## src/hdl/bms_params.svh

```systemverilog
// Constants for the battery measurement sequencer: channel map, slot counts,
// timing figures and converter gains. Assumes a 250 MHz system clock.
`ifndef BMS_PARAMS_SVH
`define BMS_PARAMS_SVH

`define BMS_NUM_CELLS 16
`define BMS_NUM_AUX 9
`define BMS_NUM_CH 32
`define BMS_BASE_SLOTS 5'h12
`define BMS_MAX_AUX_SLOTS 2'h3
`define BMS_ROT_LAST 2'h2
`define BMS_SLOT_STACK 5'h10
`define BMS_SLOT_TEMP 5'h11
`define BMS_CH_STACK 5'h10
`define BMS_CH_TEMP 5'h13
`define BMS_CH_AUX0 5'h16
`define BMS_CLK_NS 4
`define BMS_SLOT_NS 3000000
`define BMS_SLOT_FAST_NS 1500000
`define BMS_CC1_NS 250000000
`define BMS_SEC_NS 1000000000
`define BMS_SLOT_CYC (`BMS_SLOT_NS / `BMS_CLK_NS)
`define BMS_SLOT_FAST_CYC (`BMS_SLOT_FAST_NS / `BMS_CLK_NS)
`define BMS_CC1_CYC (`BMS_CC1_NS / `BMS_CLK_NS)
`define BMS_SEC_CYC (`BMS_SEC_NS / `BMS_CLK_NS)
`define BMS_CELL_GAIN 16'h2f58
`define BMS_AUX_GAIN 16'h0fc8
`define BMS_FS_CODE 24'h7fffff
`define BMS_FAST_MASK 24'hfffff0
`define BMS_CHARGE_SHIFT 30

`endif

```

## src/hdl/bms_pkg.sv

```systemverilog
// Types shared by the battery measurement sequencer.
// Assumes nothing beyond a SystemVerilog compiler.
package bms_pkg;
    typedef enum logic [1:0] {
        BMS_OFF  = 2'h0,
        BMS_CONV = 2'h1,
        BMS_HOLD = 2'h3,
        BMS_IDLE = 2'h2
    } bms_state_t;
endpackage

```

## src/hdl/bms_meas_seq.sv

```systemverilog
// Battery measurement sequencer: slot loop for the muxed voltage converter,
// result store, current filters and charge integration.
// Converter and current decimator run on clk_sys; their signals are not
// synchronised. Gain and offset correction beyond the nominal gain is absent.
`include "bms_params.svh"

module bms_meas_seq #(
    parameter int unsigned SLOT_CYC = `BMS_SLOT_CYC,
    parameter int unsigned SLOT_FAST_CYC = `BMS_SLOT_FAST_CYC,
    parameter int unsigned CC1_CYC = `BMS_CC1_CYC,
    parameter int unsigned SEC_CYC = `BMS_SEC_CYC
) (
    input wire logic clk_sys,
    input wire logic rst_n,
    input wire logic run_en,
    input wire logic fast_slot,
    input wire logic [7:0] idle_slots,
    input wire logic [15:0] cell_used,
    input wire logic [8:0] aux_en,
    input wire logic [7:0] avg_count,
    input wire logic host_reset_cmd,
    input wire logic [15:0] suv_threshold_mv,
    input wire logic [7:0] suv_delay_s,
    output logic adc_start_q,
    output logic [4:0] adc_chan_q,
    output logic adc_bandgap_q,
    input wire logic adc_done,
    input wire logic [23:0] adc_data,
    input wire logic adc_ovr,
    input wire logic cc_valid,
    input wire logic [23:0] cc_data,
    input wire logic [4:0] rd_sel,
    output logic [15:0] rd_mv_q,
    output logic [31:0] rd_raw_q,
    output logic [15:0] rd_cur_q,
    output logic [15:0] slow_cur_q,
    output logic slow_valid_q,
    output logic [15:0] fast_cur_q,
    output logic [31:0] fast_raw_q,
    output logic [31:0] avg_cur_q,
    output logic [63:0] charge_q,
    output logic [31:0] charge_time_q,
    output logic [31:0] ts1_raw_q,
    output logic [15:0] cell_prot_en_q,
    output logic suv_alert_q,
    output logic suv_fault_q,
    output logic [4:0] loop_len_q,
    output logic loop_done_q
);
    function automatic logic [4:0] loop_len(input logic [8:0] en);
        logic [3:0] n;
        n = 4'h0;
        for (int i = 0; i < `BMS_NUM_AUX; i++) begin
            n = n + {3'h0, en[i]};
        end
        if (n > {2'h0, `BMS_MAX_AUX_SLOTS}) begin
            n = {2'h0, `BMS_MAX_AUX_SLOTS};
        end
        return `BMS_BASE_SLOTS + {1'h0, n};
    endfunction
    // Next enabled auxiliary pin at or after ptr, wrapping round.
    function automatic logic [3:0] next_aux(input logic [8:0] en,
                                            input logic [3:0] ptr);
        logic [3:0] pick, k;
        logic found;
        pick = 4'h0;
        found = 1'b0;
        for (int i = 0; i < `BMS_NUM_AUX; i++) begin
            k = 4'((int'(ptr) + i) % `BMS_NUM_AUX);
            if (!found && en[k]) begin
                pick = k;
                found = 1'b1;
            end
        end
        return pick;
    endfunction
    function automatic logic [15:0] to_mv(input logic [23:0] code,
                                          input logic [15:0] gain);
        logic signed [31:0] p;
        p = $signed(code[23:8]) * $signed({1'b0, gain});
        return p[31:16];
    endfunction
    bms_pkg::bms_state_t state_q;
    logic [4:0] slot_q;
    logic [7:0] idle_q, avg_n_q, div_den_q, suv_sec_q;
    logic [1:0] rot_q;
    logic [3:0] aux_ptr_q;
    logic [31:0] slot_cnt_q, fast_cnt_q, cc1_cnt_q, sec_cnt_q;
    logic [15:0] mv_mem [`BMS_NUM_CH];
    logic [31:0] raw_mem [`BMS_NUM_CH];
    logic [15:0] cur_mem [`BMS_NUM_CELLS];
    logic [23:0] cc_last_q;
    logic [31:0] avg_sum_q, div_q;
    logic [8:0] div_rem_q;
    logic [5:0] div_step_q;
    logic div_neg_q;

    logic slot_end, fast_tick, sec_tick;
    logic [31:0] slot_len, avg_total;
    logic [4:0] meas_ch;
    logic [3:0] aux_pick;
    logic [23:0] code, fast_next;
    logic [15:0] mv_now;
    assign slot_len = fast_slot ? SLOT_FAST_CYC : SLOT_CYC;
    assign slot_end = (slot_cnt_q == 32'h0);
    assign fast_tick = (fast_cnt_q == 32'h0);
    assign sec_tick = (sec_cnt_q == 32'h0);
    assign aux_pick = next_aux(aux_en, aux_ptr_q);
    assign code = adc_ovr ? `BMS_FS_CODE : adc_data;
    assign mv_now = to_mv(code, (adc_chan_q >= `BMS_CH_AUX0) ?
                          `BMS_AUX_GAIN : `BMS_CELL_GAIN);
    assign fast_next = fast_slot ? (cc_last_q & `BMS_FAST_MASK)
                                 : cc_last_q;
    // Running sum including the sample of this tick; its sign drives the
    // magnitude divide so negative currents round toward zero.
    assign avg_total = avg_sum_q + {{8{fast_next[23]}}, fast_next};
    // Channel for the slot that begins next, from the loop position.
    always_comb begin
        if (slot_q < `BMS_SLOT_STACK) begin
            meas_ch = slot_q;
        end else if (slot_q == `BMS_SLOT_STACK) begin
            meas_ch = `BMS_CH_STACK + {3'h0, rot_q};
        end else if (slot_q == `BMS_SLOT_TEMP) begin
            meas_ch = `BMS_CH_TEMP + {3'h0, rot_q};
        end else begin
            meas_ch = `BMS_CH_AUX0 + {1'h0, aux_pick};
        end
    end

    // Slot sequencer. A loop is the measurement slots, then idle slots.
    always_ff @(posedge clk_sys) begin
        adc_start_q <= 1'b0;
        loop_done_q <= 1'b0;
        if (!rst_n || !run_en) begin
            state_q <= bms_pkg::BMS_OFF;
            slot_q <= 5'h0;
            idle_q <= 8'h0;
            rot_q <= 2'h0;
            aux_ptr_q <= 4'h0;
            slot_cnt_q <= 32'h0;
            adc_chan_q <= 5'h0;
            adc_bandgap_q <= 1'b0;
            loop_len_q <= rst_n ? loop_len(aux_en) : `BMS_BASE_SLOTS;
        end else begin
            slot_cnt_q <= slot_end ? 32'h0 : slot_cnt_q - 32'h1;
            if (state_q == bms_pkg::BMS_CONV && adc_done) begin
                state_q <= bms_pkg::BMS_HOLD;
            end
            if (state_q == bms_pkg::BMS_OFF || slot_end) begin
                slot_cnt_q <= slot_len - 32'h1;
                if (slot_q < loop_len_q) begin
                    state_q <= bms_pkg::BMS_CONV;
                    adc_start_q <= 1'b1;
                    adc_chan_q <= meas_ch;
                    adc_bandgap_q <= (meas_ch >= `BMS_CH_AUX0);
                    if (slot_q >= `BMS_BASE_SLOTS) begin
                        aux_ptr_q <= (aux_pick == 4'h8) ? 4'h0
                                                        : aux_pick + 4'h1;
                    end
                    slot_q <= slot_q + 5'h1;
                end else if (idle_q < idle_slots) begin
                    state_q <= bms_pkg::BMS_IDLE;
                    idle_q <= idle_q + 8'h1;
                end else begin
                    // New loop: restart at the first cell.
                    state_q <= bms_pkg::BMS_CONV;
                    adc_start_q <= 1'b1;
                    adc_chan_q <= 5'h0;
                    adc_bandgap_q <= 1'b0;
                    slot_q <= 5'h1;
                    idle_q <= 8'h0;
                    loop_done_q <= 1'b1;
                    loop_len_q <= loop_len(aux_en);
                    rot_q <= (rot_q == `BMS_ROT_LAST) ? 2'h0
                                                      : rot_q + 2'h1;
                end
            end
        end
    end

    // Result store. Every channel keeps both formats.
    always_ff @(posedge clk_sys) begin
        if (!rst_n) begin
            for (int i = 0; i < `BMS_NUM_CH; i++) begin
                mv_mem[i] <= 16'h0;
                raw_mem[i] <= 32'h0;
            end
            for (int i = 0; i < `BMS_NUM_CELLS; i++) begin
                cur_mem[i] <= 16'h0;
            end
            ts1_raw_q <= 32'h0;
        end else if (state_q == bms_pkg::BMS_CONV && adc_done) begin
            mv_mem[adc_chan_q] <= mv_now;
            raw_mem[adc_chan_q] <= {{8{code[23]}}, code};
            if (adc_chan_q < `BMS_CH_STACK) begin
                cur_mem[adc_chan_q[3:0]] <= fast_cur_q;
            end
            if (adc_chan_q == `BMS_CH_AUX0) begin
                ts1_raw_q <= {{8{code[23]}}, code};
            end
        end
    end

    // Registered readout; cell entries return voltage and current together.
    always_ff @(posedge clk_sys) begin
        if (!rst_n) begin
            rd_mv_q <= 16'h0;
            rd_raw_q <= 32'h0;
            rd_cur_q <= 16'h0;
            cell_prot_en_q <= 16'h0;
        end else begin
            rd_mv_q <= mv_mem[rd_sel];
            rd_raw_q <= raw_mem[rd_sel];
            rd_cur_q <= (rd_sel < `BMS_CH_STACK) ? cur_mem[rd_sel[3:0]]
                                                  : 16'h0;
            cell_prot_en_q <= cell_used;
        end
    end

    // Low first-cell reading raises the alert; escalation counts suv_delay_s second ticks
    // while it is held, so with a delay of 1 a lone bad sample held for one loop can.
    always_ff @(posedge clk_sys) begin
        if (!rst_n) begin
            suv_alert_q <= 1'b0;
            suv_fault_q <= 1'b0;
            suv_sec_q <= 8'h0;
        end else begin
            if (state_q == bms_pkg::BMS_CONV && adc_done &&
                adc_chan_q == 5'h0) begin
                suv_alert_q <= $signed(mv_now) <
                               $signed(suv_threshold_mv);
            end
            if (!suv_alert_q) begin
                suv_sec_q <= 8'h0;
            end else if (sec_tick && suv_sec_q != 8'hff) begin
                suv_sec_q <= suv_sec_q + 8'h1;
            end
            if (suv_alert_q && suv_sec_q >= suv_delay_s &&
                suv_delay_s != 8'h0) begin
                suv_fault_q <= 1'b1;
            end
        end
    end

    // Fast filter: one result per slot period from the latest sample.
    always_ff @(posedge clk_sys) begin
        if (!rst_n) begin
            cc_last_q <= 24'h0;
            fast_cnt_q <= 32'h0;
            fast_cur_q <= 16'h0;
            fast_raw_q <= 32'h0;
        end else begin
            cc_last_q <= cc_valid ? cc_data : cc_last_q;
            fast_cnt_q <= fast_tick ? slot_len - 32'h1
                                    : fast_cnt_q - 32'h1;
            if (fast_tick) begin
                fast_cur_q <= fast_next[23:8];
                fast_raw_q <= {{8{fast_next[23]}}, fast_next};
            end
        end
    end

    // Slow filter and charge integration. Each slow result adds a quarter
    // second of current, i.e. the sample shifted into 32.32 fixed point.
    always_ff @(posedge clk_sys) begin
        if (!rst_n) begin
            cc1_cnt_q <= CC1_CYC - 32'h1;
            sec_cnt_q <= SEC_CYC - 32'h1;
            slow_cur_q <= 16'h0;
            slow_valid_q <= 1'b0;
            charge_q <= 64'h0;
            charge_time_q <= 32'h0;
        end else begin
            slow_valid_q <= 1'b0;
            cc1_cnt_q <= (cc1_cnt_q == 32'h0) ? CC1_CYC - 32'h1
                                              : cc1_cnt_q - 32'h1;
            sec_cnt_q <= sec_tick ? SEC_CYC - 32'h1 : sec_cnt_q - 32'h1;
            if (cc1_cnt_q == 32'h0) begin
                slow_cur_q <= fast_raw_q[23:8];
                slow_valid_q <= 1'b1;
                charge_q <= charge_q + ({{48{fast_raw_q[23]}},
                            fast_raw_q[23:8]} << `BMS_CHARGE_SHIFT);
            end
            charge_time_q <= charge_time_q + {31'h0, sec_tick};
            if (host_reset_cmd) begin
                charge_q <= 64'h0;
                charge_time_q <= 32'h0;
            end
        end
    end

    // Averaged result: sum avg_count fast samples, then a serial divide.
    // The divide takes 33 cycles, far below one slot, so it never overlaps.
    always_ff @(posedge clk_sys) begin
        if (!rst_n) begin
            avg_sum_q <= 32'h0;
            avg_n_q <= 8'h0;
            div_q <= 32'h0;
            div_rem_q <= 9'h0;
            div_den_q <= 8'h1;
            div_step_q <= 6'h0;
            div_neg_q <= 1'b0;
            avg_cur_q <= 32'h0;
        end else begin
            if (fast_tick && avg_count != 8'h0) begin
                if (avg_n_q + 8'h1 >= avg_count) begin
                    div_neg_q <= avg_total[31];
                    div_q <= (avg_total ^ {32{avg_total[31]}})
                             + {31'h0, avg_total[31]};
                    div_den_q <= avg_count;
                    div_rem_q <= 9'h0;
                    div_step_q <= 6'h20;
                    avg_sum_q <= 32'h0;
                    avg_n_q <= 8'h0;
                end else begin
                    avg_sum_q <= avg_total;
                    avg_n_q <= avg_n_q + 8'h1;
                end
            end
            if (div_step_q != 6'h0) begin
                if ({div_rem_q[7:0], div_q[31]} >= {1'b0, div_den_q}) begin
                    div_rem_q <= {div_rem_q[7:0], div_q[31]}
                                 - {1'b0, div_den_q};
                    div_q <= {div_q[30:0], 1'b1};
                end else begin
                    div_rem_q <= {div_rem_q[7:0], div_q[31]};
                    div_q <= {div_q[30:0], 1'b0};
                end
                div_step_q <= div_step_q - 6'h1;
            end else if (div_den_q != 8'h0) begin
                avg_cur_q <= div_neg_q ? 32'h0 - div_q : div_q;
                div_den_q <= 8'h0;
            end
        end
    end

endmodule

```

## config.mk

```make
export PLATFORM = sky130hd
export DESIGN_NAME = bms_meas_seq
export DESIGN_NICKNAME = d
export VERILOG_FILES = /design/src/hdl/bms_pkg.sv /design/src/hdl/bms_meas_seq.sv
export VERILOG_INCLUDE_DIRS = /design/src /design/src/hdl
export SDC_FILE = /design/constraint.sdc
export NUM_CORES = 2
export LEC_CHECK = 0
export ABC_AREA = 1
export BUFFER_PORTS_ARGS = -buffer_cell sky130_fd_sc_hd__buf_4
export CORE_MARGIN = 3
export CORE_UTILIZATION = 25
export DETAILED_ROUTE_END_ITERATION = 10
export GPL_TIMING_DRIVEN = 0
export PLACE_DENSITY = 0.44
export SYNTH_ARGS = -nofsm -noshare
export SYNTH_HDL_FRONTEND = slang
export SYNTH_SLANG_ARGS = --single-unit
```

## constraint.sdc

```tcl
create_clock -name clk_sys -period 9.2 [get_ports clk_sys]
set_input_delay 1.84 -clock clk_sys [delete_from_list [all_inputs] [get_ports clk_sys]]
set_output_delay 1.84 -clock clk_sys [all_outputs]
set_load 0.05 [all_outputs]
```

==> run_results.csv <==
group,metric,value,unit
drt,drt-initial-drc-count,13643,
power_and_ir_drop,fin_total_pwr,36.89,mW
yosys,syn_area,100700,um^2
yosys,syn_inst,10653,
drt,drc,0,
cts,htree_levels,4,
power_and_ir_drop,ir_drop,0.7695,mV
yosys,yosysSeqAreaShare,0.5536,
floorplanning,fp.dieArea,410300,um^2
placed_design,port_buffers,409,
placed_design,postPlaceCellArea,111800,um^2
floorplanning,coreArea,400000,um^2
critical_path,worstSetupStartpointType,"input pin",
critical_path,endpoint_kind,"flop",
cts,clk_latency,1.06,ns
placed_design,place.gp.congestion,0.9809,
status,violations,"capacitance limit, slew limit",
sta,tns,0,ns
cts,cts.path.max_buffers,4,
critical_path,worstRegToRegCells,40,
finish,area.sequential,55730,um^2
critical_path,cp.required,10.12,ns
grt,grt_antenna_before_repair,76,
critical_path,worstPathArrival,9.74,ns
yosys,synthArstFlopShare,0,
yosys,ys.flop_type,"edfxtp_1",
sta,setup_ws,0.3767,ns
power_and_ir_drop,powerDensity,305.5,nW/um^2
grt,grt_overflow,0,
finish,multi_input_area,39320,um^2
floorplanning,fp.dieH,640.5,um
drt,via_per_inst,5.247,
sta,setup_viol,0,
cts,hold_buffers,0,
finish,finalInstanceArea,120800,um^2
finish,n_fill_cell,42260,
yosys,postSynthAreaPerCell,9.448,um^2
finish,drive_gt1_frac,0.1186,
finish,utilization,0.3019,
critical_path,worstSetupPathType,"in2reg",
cts,cts_num_sinks,2029,
critical_path,timing.rr.start,"adc_chan_q[3]$_SDFFE_PN0P_",
critical_path,path_max_fanout,11,
status,status,"complete, but fails checks",
critical_path,r2r_end,"suv_alert_q$_SDFFE_PN0P_",
sta,fmax,0.1133,GHz
drt,routed_wirelength,524300,um
floorplanning,rows,232,
critical_path,slowest_delay,0.54,ns
yosys,ys_ff_latch,2029,
drt,first_pass_iters,7,
drt,detail-route-antenna-nets,0,
cts,path_clk_slew,0.06,ns
placed_design,post-dp-hpwl,369100,um
power_and_ir_drop,cellLeakagePower,47.22,nW
cts,clockRootBuffer,"clkbuf_16",
cts,cts_tree,"done",
grt,first_global_vias,82420,
yosys,ys_warn_count,0,
placed_design,dp_slack,-4.090,ns
min_path,holdPathEnd,"cc1_cnt_q[0]$_SDFF_PP1_",
finish,finalNetCount,11959,
sta,post-route-min-period,8.823,ns
min_path,hold_path_startpoint,"cc1_cnt_q[0]$_SDFF_PP1_",
critical_path,rrSetupSlack,0.49,ns
floorplanning,ioPinCount,446,
sta,max-slew-margin-rel,-0.1560,
grt,grt_pass1_wl,699700,um
grt,track_usage,0.2467,
sta,rsz0062_at_grt,"false",
floorplanning,start_util,0.2516,
min_path,holdPathStages,1,
cts,numCtsBuffers,243,
job,drv_cap,47,
critical_path,cp_common_cell,"ha_1",
sta,slew_viol_final,476,
drt,vias,88937,
sta,fin_worst_skew,0.09358,ns
yosys,ys_types,84,
drt,route.detailed.wl_per_inst,30.93,um
min_path,hold_path_class,"reg2reg",
floorplanning,fp.dieW,640.5,um
sta,worst_pin_slew,1.734,ns
critical_path,crit_slowest_cell,"fa_1",
sta,fin_crit_sh,0.9591,
sta,hold_viol,0,
finish,area_growth,20.00,%
yosys,synth_edf_count,1509,
grt,grt_max_degree,36,
[synthesized netlist by cell type, types with 7 or more instances]
master / number / area (um^2)
xor2_1: 162 / 1419
o21ai_1: 18 / 90.09
buf_4: 75 / 563.0
nand2_2: 37 / 231.5
nor4_1: 23 / 143.9
buf_1: 54 / 202.7
fa_1: 123 / 2462
a31oi_1: 13 / 81.33
o21bai_1: 31 / 232.7
a22oi_1: 27 / 202.7
or2_2: 55 / 344.1
nand4_1: 57 / 356.6
xnor2_1: 77 / 674.4
buf_2: 11 / 55.05
o221ai_1: 277 / 2426
o31ai_1: 8 / 60.06
nor2_4: 9 / 101.4
o21ai_0: 996 / 4985
nand3b_1: 10 / 75.07
nand4_2: 7 / 87.58
nand2_1: 826 / 3100
ha_1: 286 / 3578
nand3_1: 309 / 1546
nor2_2: 19 / 118.9
inv_1: 719 / 2699
a21oi_1: 426 / 2132
edfxtp_1: 1509 / 45310
inv_2: 41 / 153.9
o22ai_1: 115 / 719.4
o21a_1: 19 / 142.6
nor3_1: 68 / 340.3
dfxtp_1: 520 / 10410
a31o_2: 26 / 227.7
clkbuf_1: 647 / 2429
nor3_2: 8 / 80.08
nor2_1: 2742 / 10290
nor3b_1: 11 / 82.58
o21ai_2: 11 / 96.34
o211ai_1: 130 / 975.9
clkinv_1: 23 / 86.33
nand3_2: 13 / 130.1
[report_power, final]
part           leakage (nW)  switching (mW)  internal, mW
logic                  23.5            12.4          3.77
registers              19.8           0.341          10.3
clock network          3.92            4.34          5.70
total                  47.2            17.1          19.8
[layer usage]
layer	track usage	part of all wire	routed length (um)	vias up
li1	-	-	-	37911
met1	0.3146	0.38	201800	43719
met2	0.3740	0.43	225400	5844
met3	0.06686	0.11	60180	1445
met4	0.1437	0.070	36830	18
met5	0.0007090	0.00022	113	-
[per-stage QoR]
step,instances,hold slack [ns]
after global routing,16923,0.4385
after floorplan,10690,0.3663
after CTS,16881,0.4124
final,16951,0.4067
after global placement,16364,0.3750
after detailed placement,16409,0.3949
[layout by cell type (no fill, tap or decap), drive strengths merged, types with 8 or more instances in the layout]
master,n
clkinv,112
nor2,2771
a22oi,27
conb,39
clkbuf,978
or2,62
clkinvlp,9
a21boi,8
a31o,26
edfxtp,1509
nand4,65
a31oi,13
nand3b,11
xnor2,83
diode,49
nor3b,12
fa,123
o221ai,277
buf,644
nand2,868
o21ai,1026
ha,286
nor3,79
o22ai,115
o31ai,9
xor2,168
inv,764
o21a,19
dfxtp,520
o211ai,130
bufinv,20
nand3,322
nor4,30
a21oi,434
o21bai,32
[state kept, by name, summed over array words and instances, names as in the netlist, 34 cells and up]
name and cells:
cur_mem 256, mv_mem 480, raw_mem 768, charge_q 34
[critical path: cells and delay by family]
kind | cells | cell delay, ns
xor+xnor | 1 | 0.23
compound gates | 10 | 1.55
buf+inv | 9 | 1.26
simple gates | 12 | 1.77
fa+ha+maj | 8 | 3.02
[repair_timing]
item	in CTS	in global routing
resized for setup	94	45
buffers inserted	16	19
pin swaps	10	11
endpoints found under the setup margin	445	1
[logic make-up (layout without fill, tap and decap cells)]
kind of cell	Yosys count	count (layout)	synth area share
AND/OR/NAND/NOR	4238	4238	0.1736
AO/OA/AOI/OAI	2142	2142	0.1270
flip-flops	2029	2029	0.5536
buffers and inverters	1581	2528	0.06281
adder cells (fa/ha/maj)	409	409	0.06002
XOR/XNOR	251	251	0.02274
other	2	88	0.00007461
multiplexers	1	1	0.00009945
[layout make-up]
type                       count  area share
antenna                       49    0.001015
timing repair buffer         493     0.03696
inverter                     785     0.02451
sequential                  2029      0.4614
multi-input combinational   7080      0.3255
buffer                       792     0.02960
clock inverter               120     0.01029
tap                         5265     0.05454
clock buffer                 338     0.05618
[worst max path at each step]
stage,startpoint,to,slack [ns]
6_report,adc_ovr,suv_alert_q$_SDFFE_PN0P_,0.38
5_1_grt,adc_ovr,suv_alert_q$_SDFFE_PN0P_,0.03
4_1_cts,adc_ovr,suv_alert_q$_SDFFE_PN0P_,0.02
3_5_place_dp,adc_ovr,suv_alert_q$_SDFFE_PN0P_,-4.09
3_3_place_gp,adc_ovr,suv_alert_q$_SDFFE_PN0P_,-5.14
2_1_floorplan,adc_ovr,suv_alert_q$_SDFFE_PN0P_,0.05
Note: power is estimated with default switching activity, not from simulation.
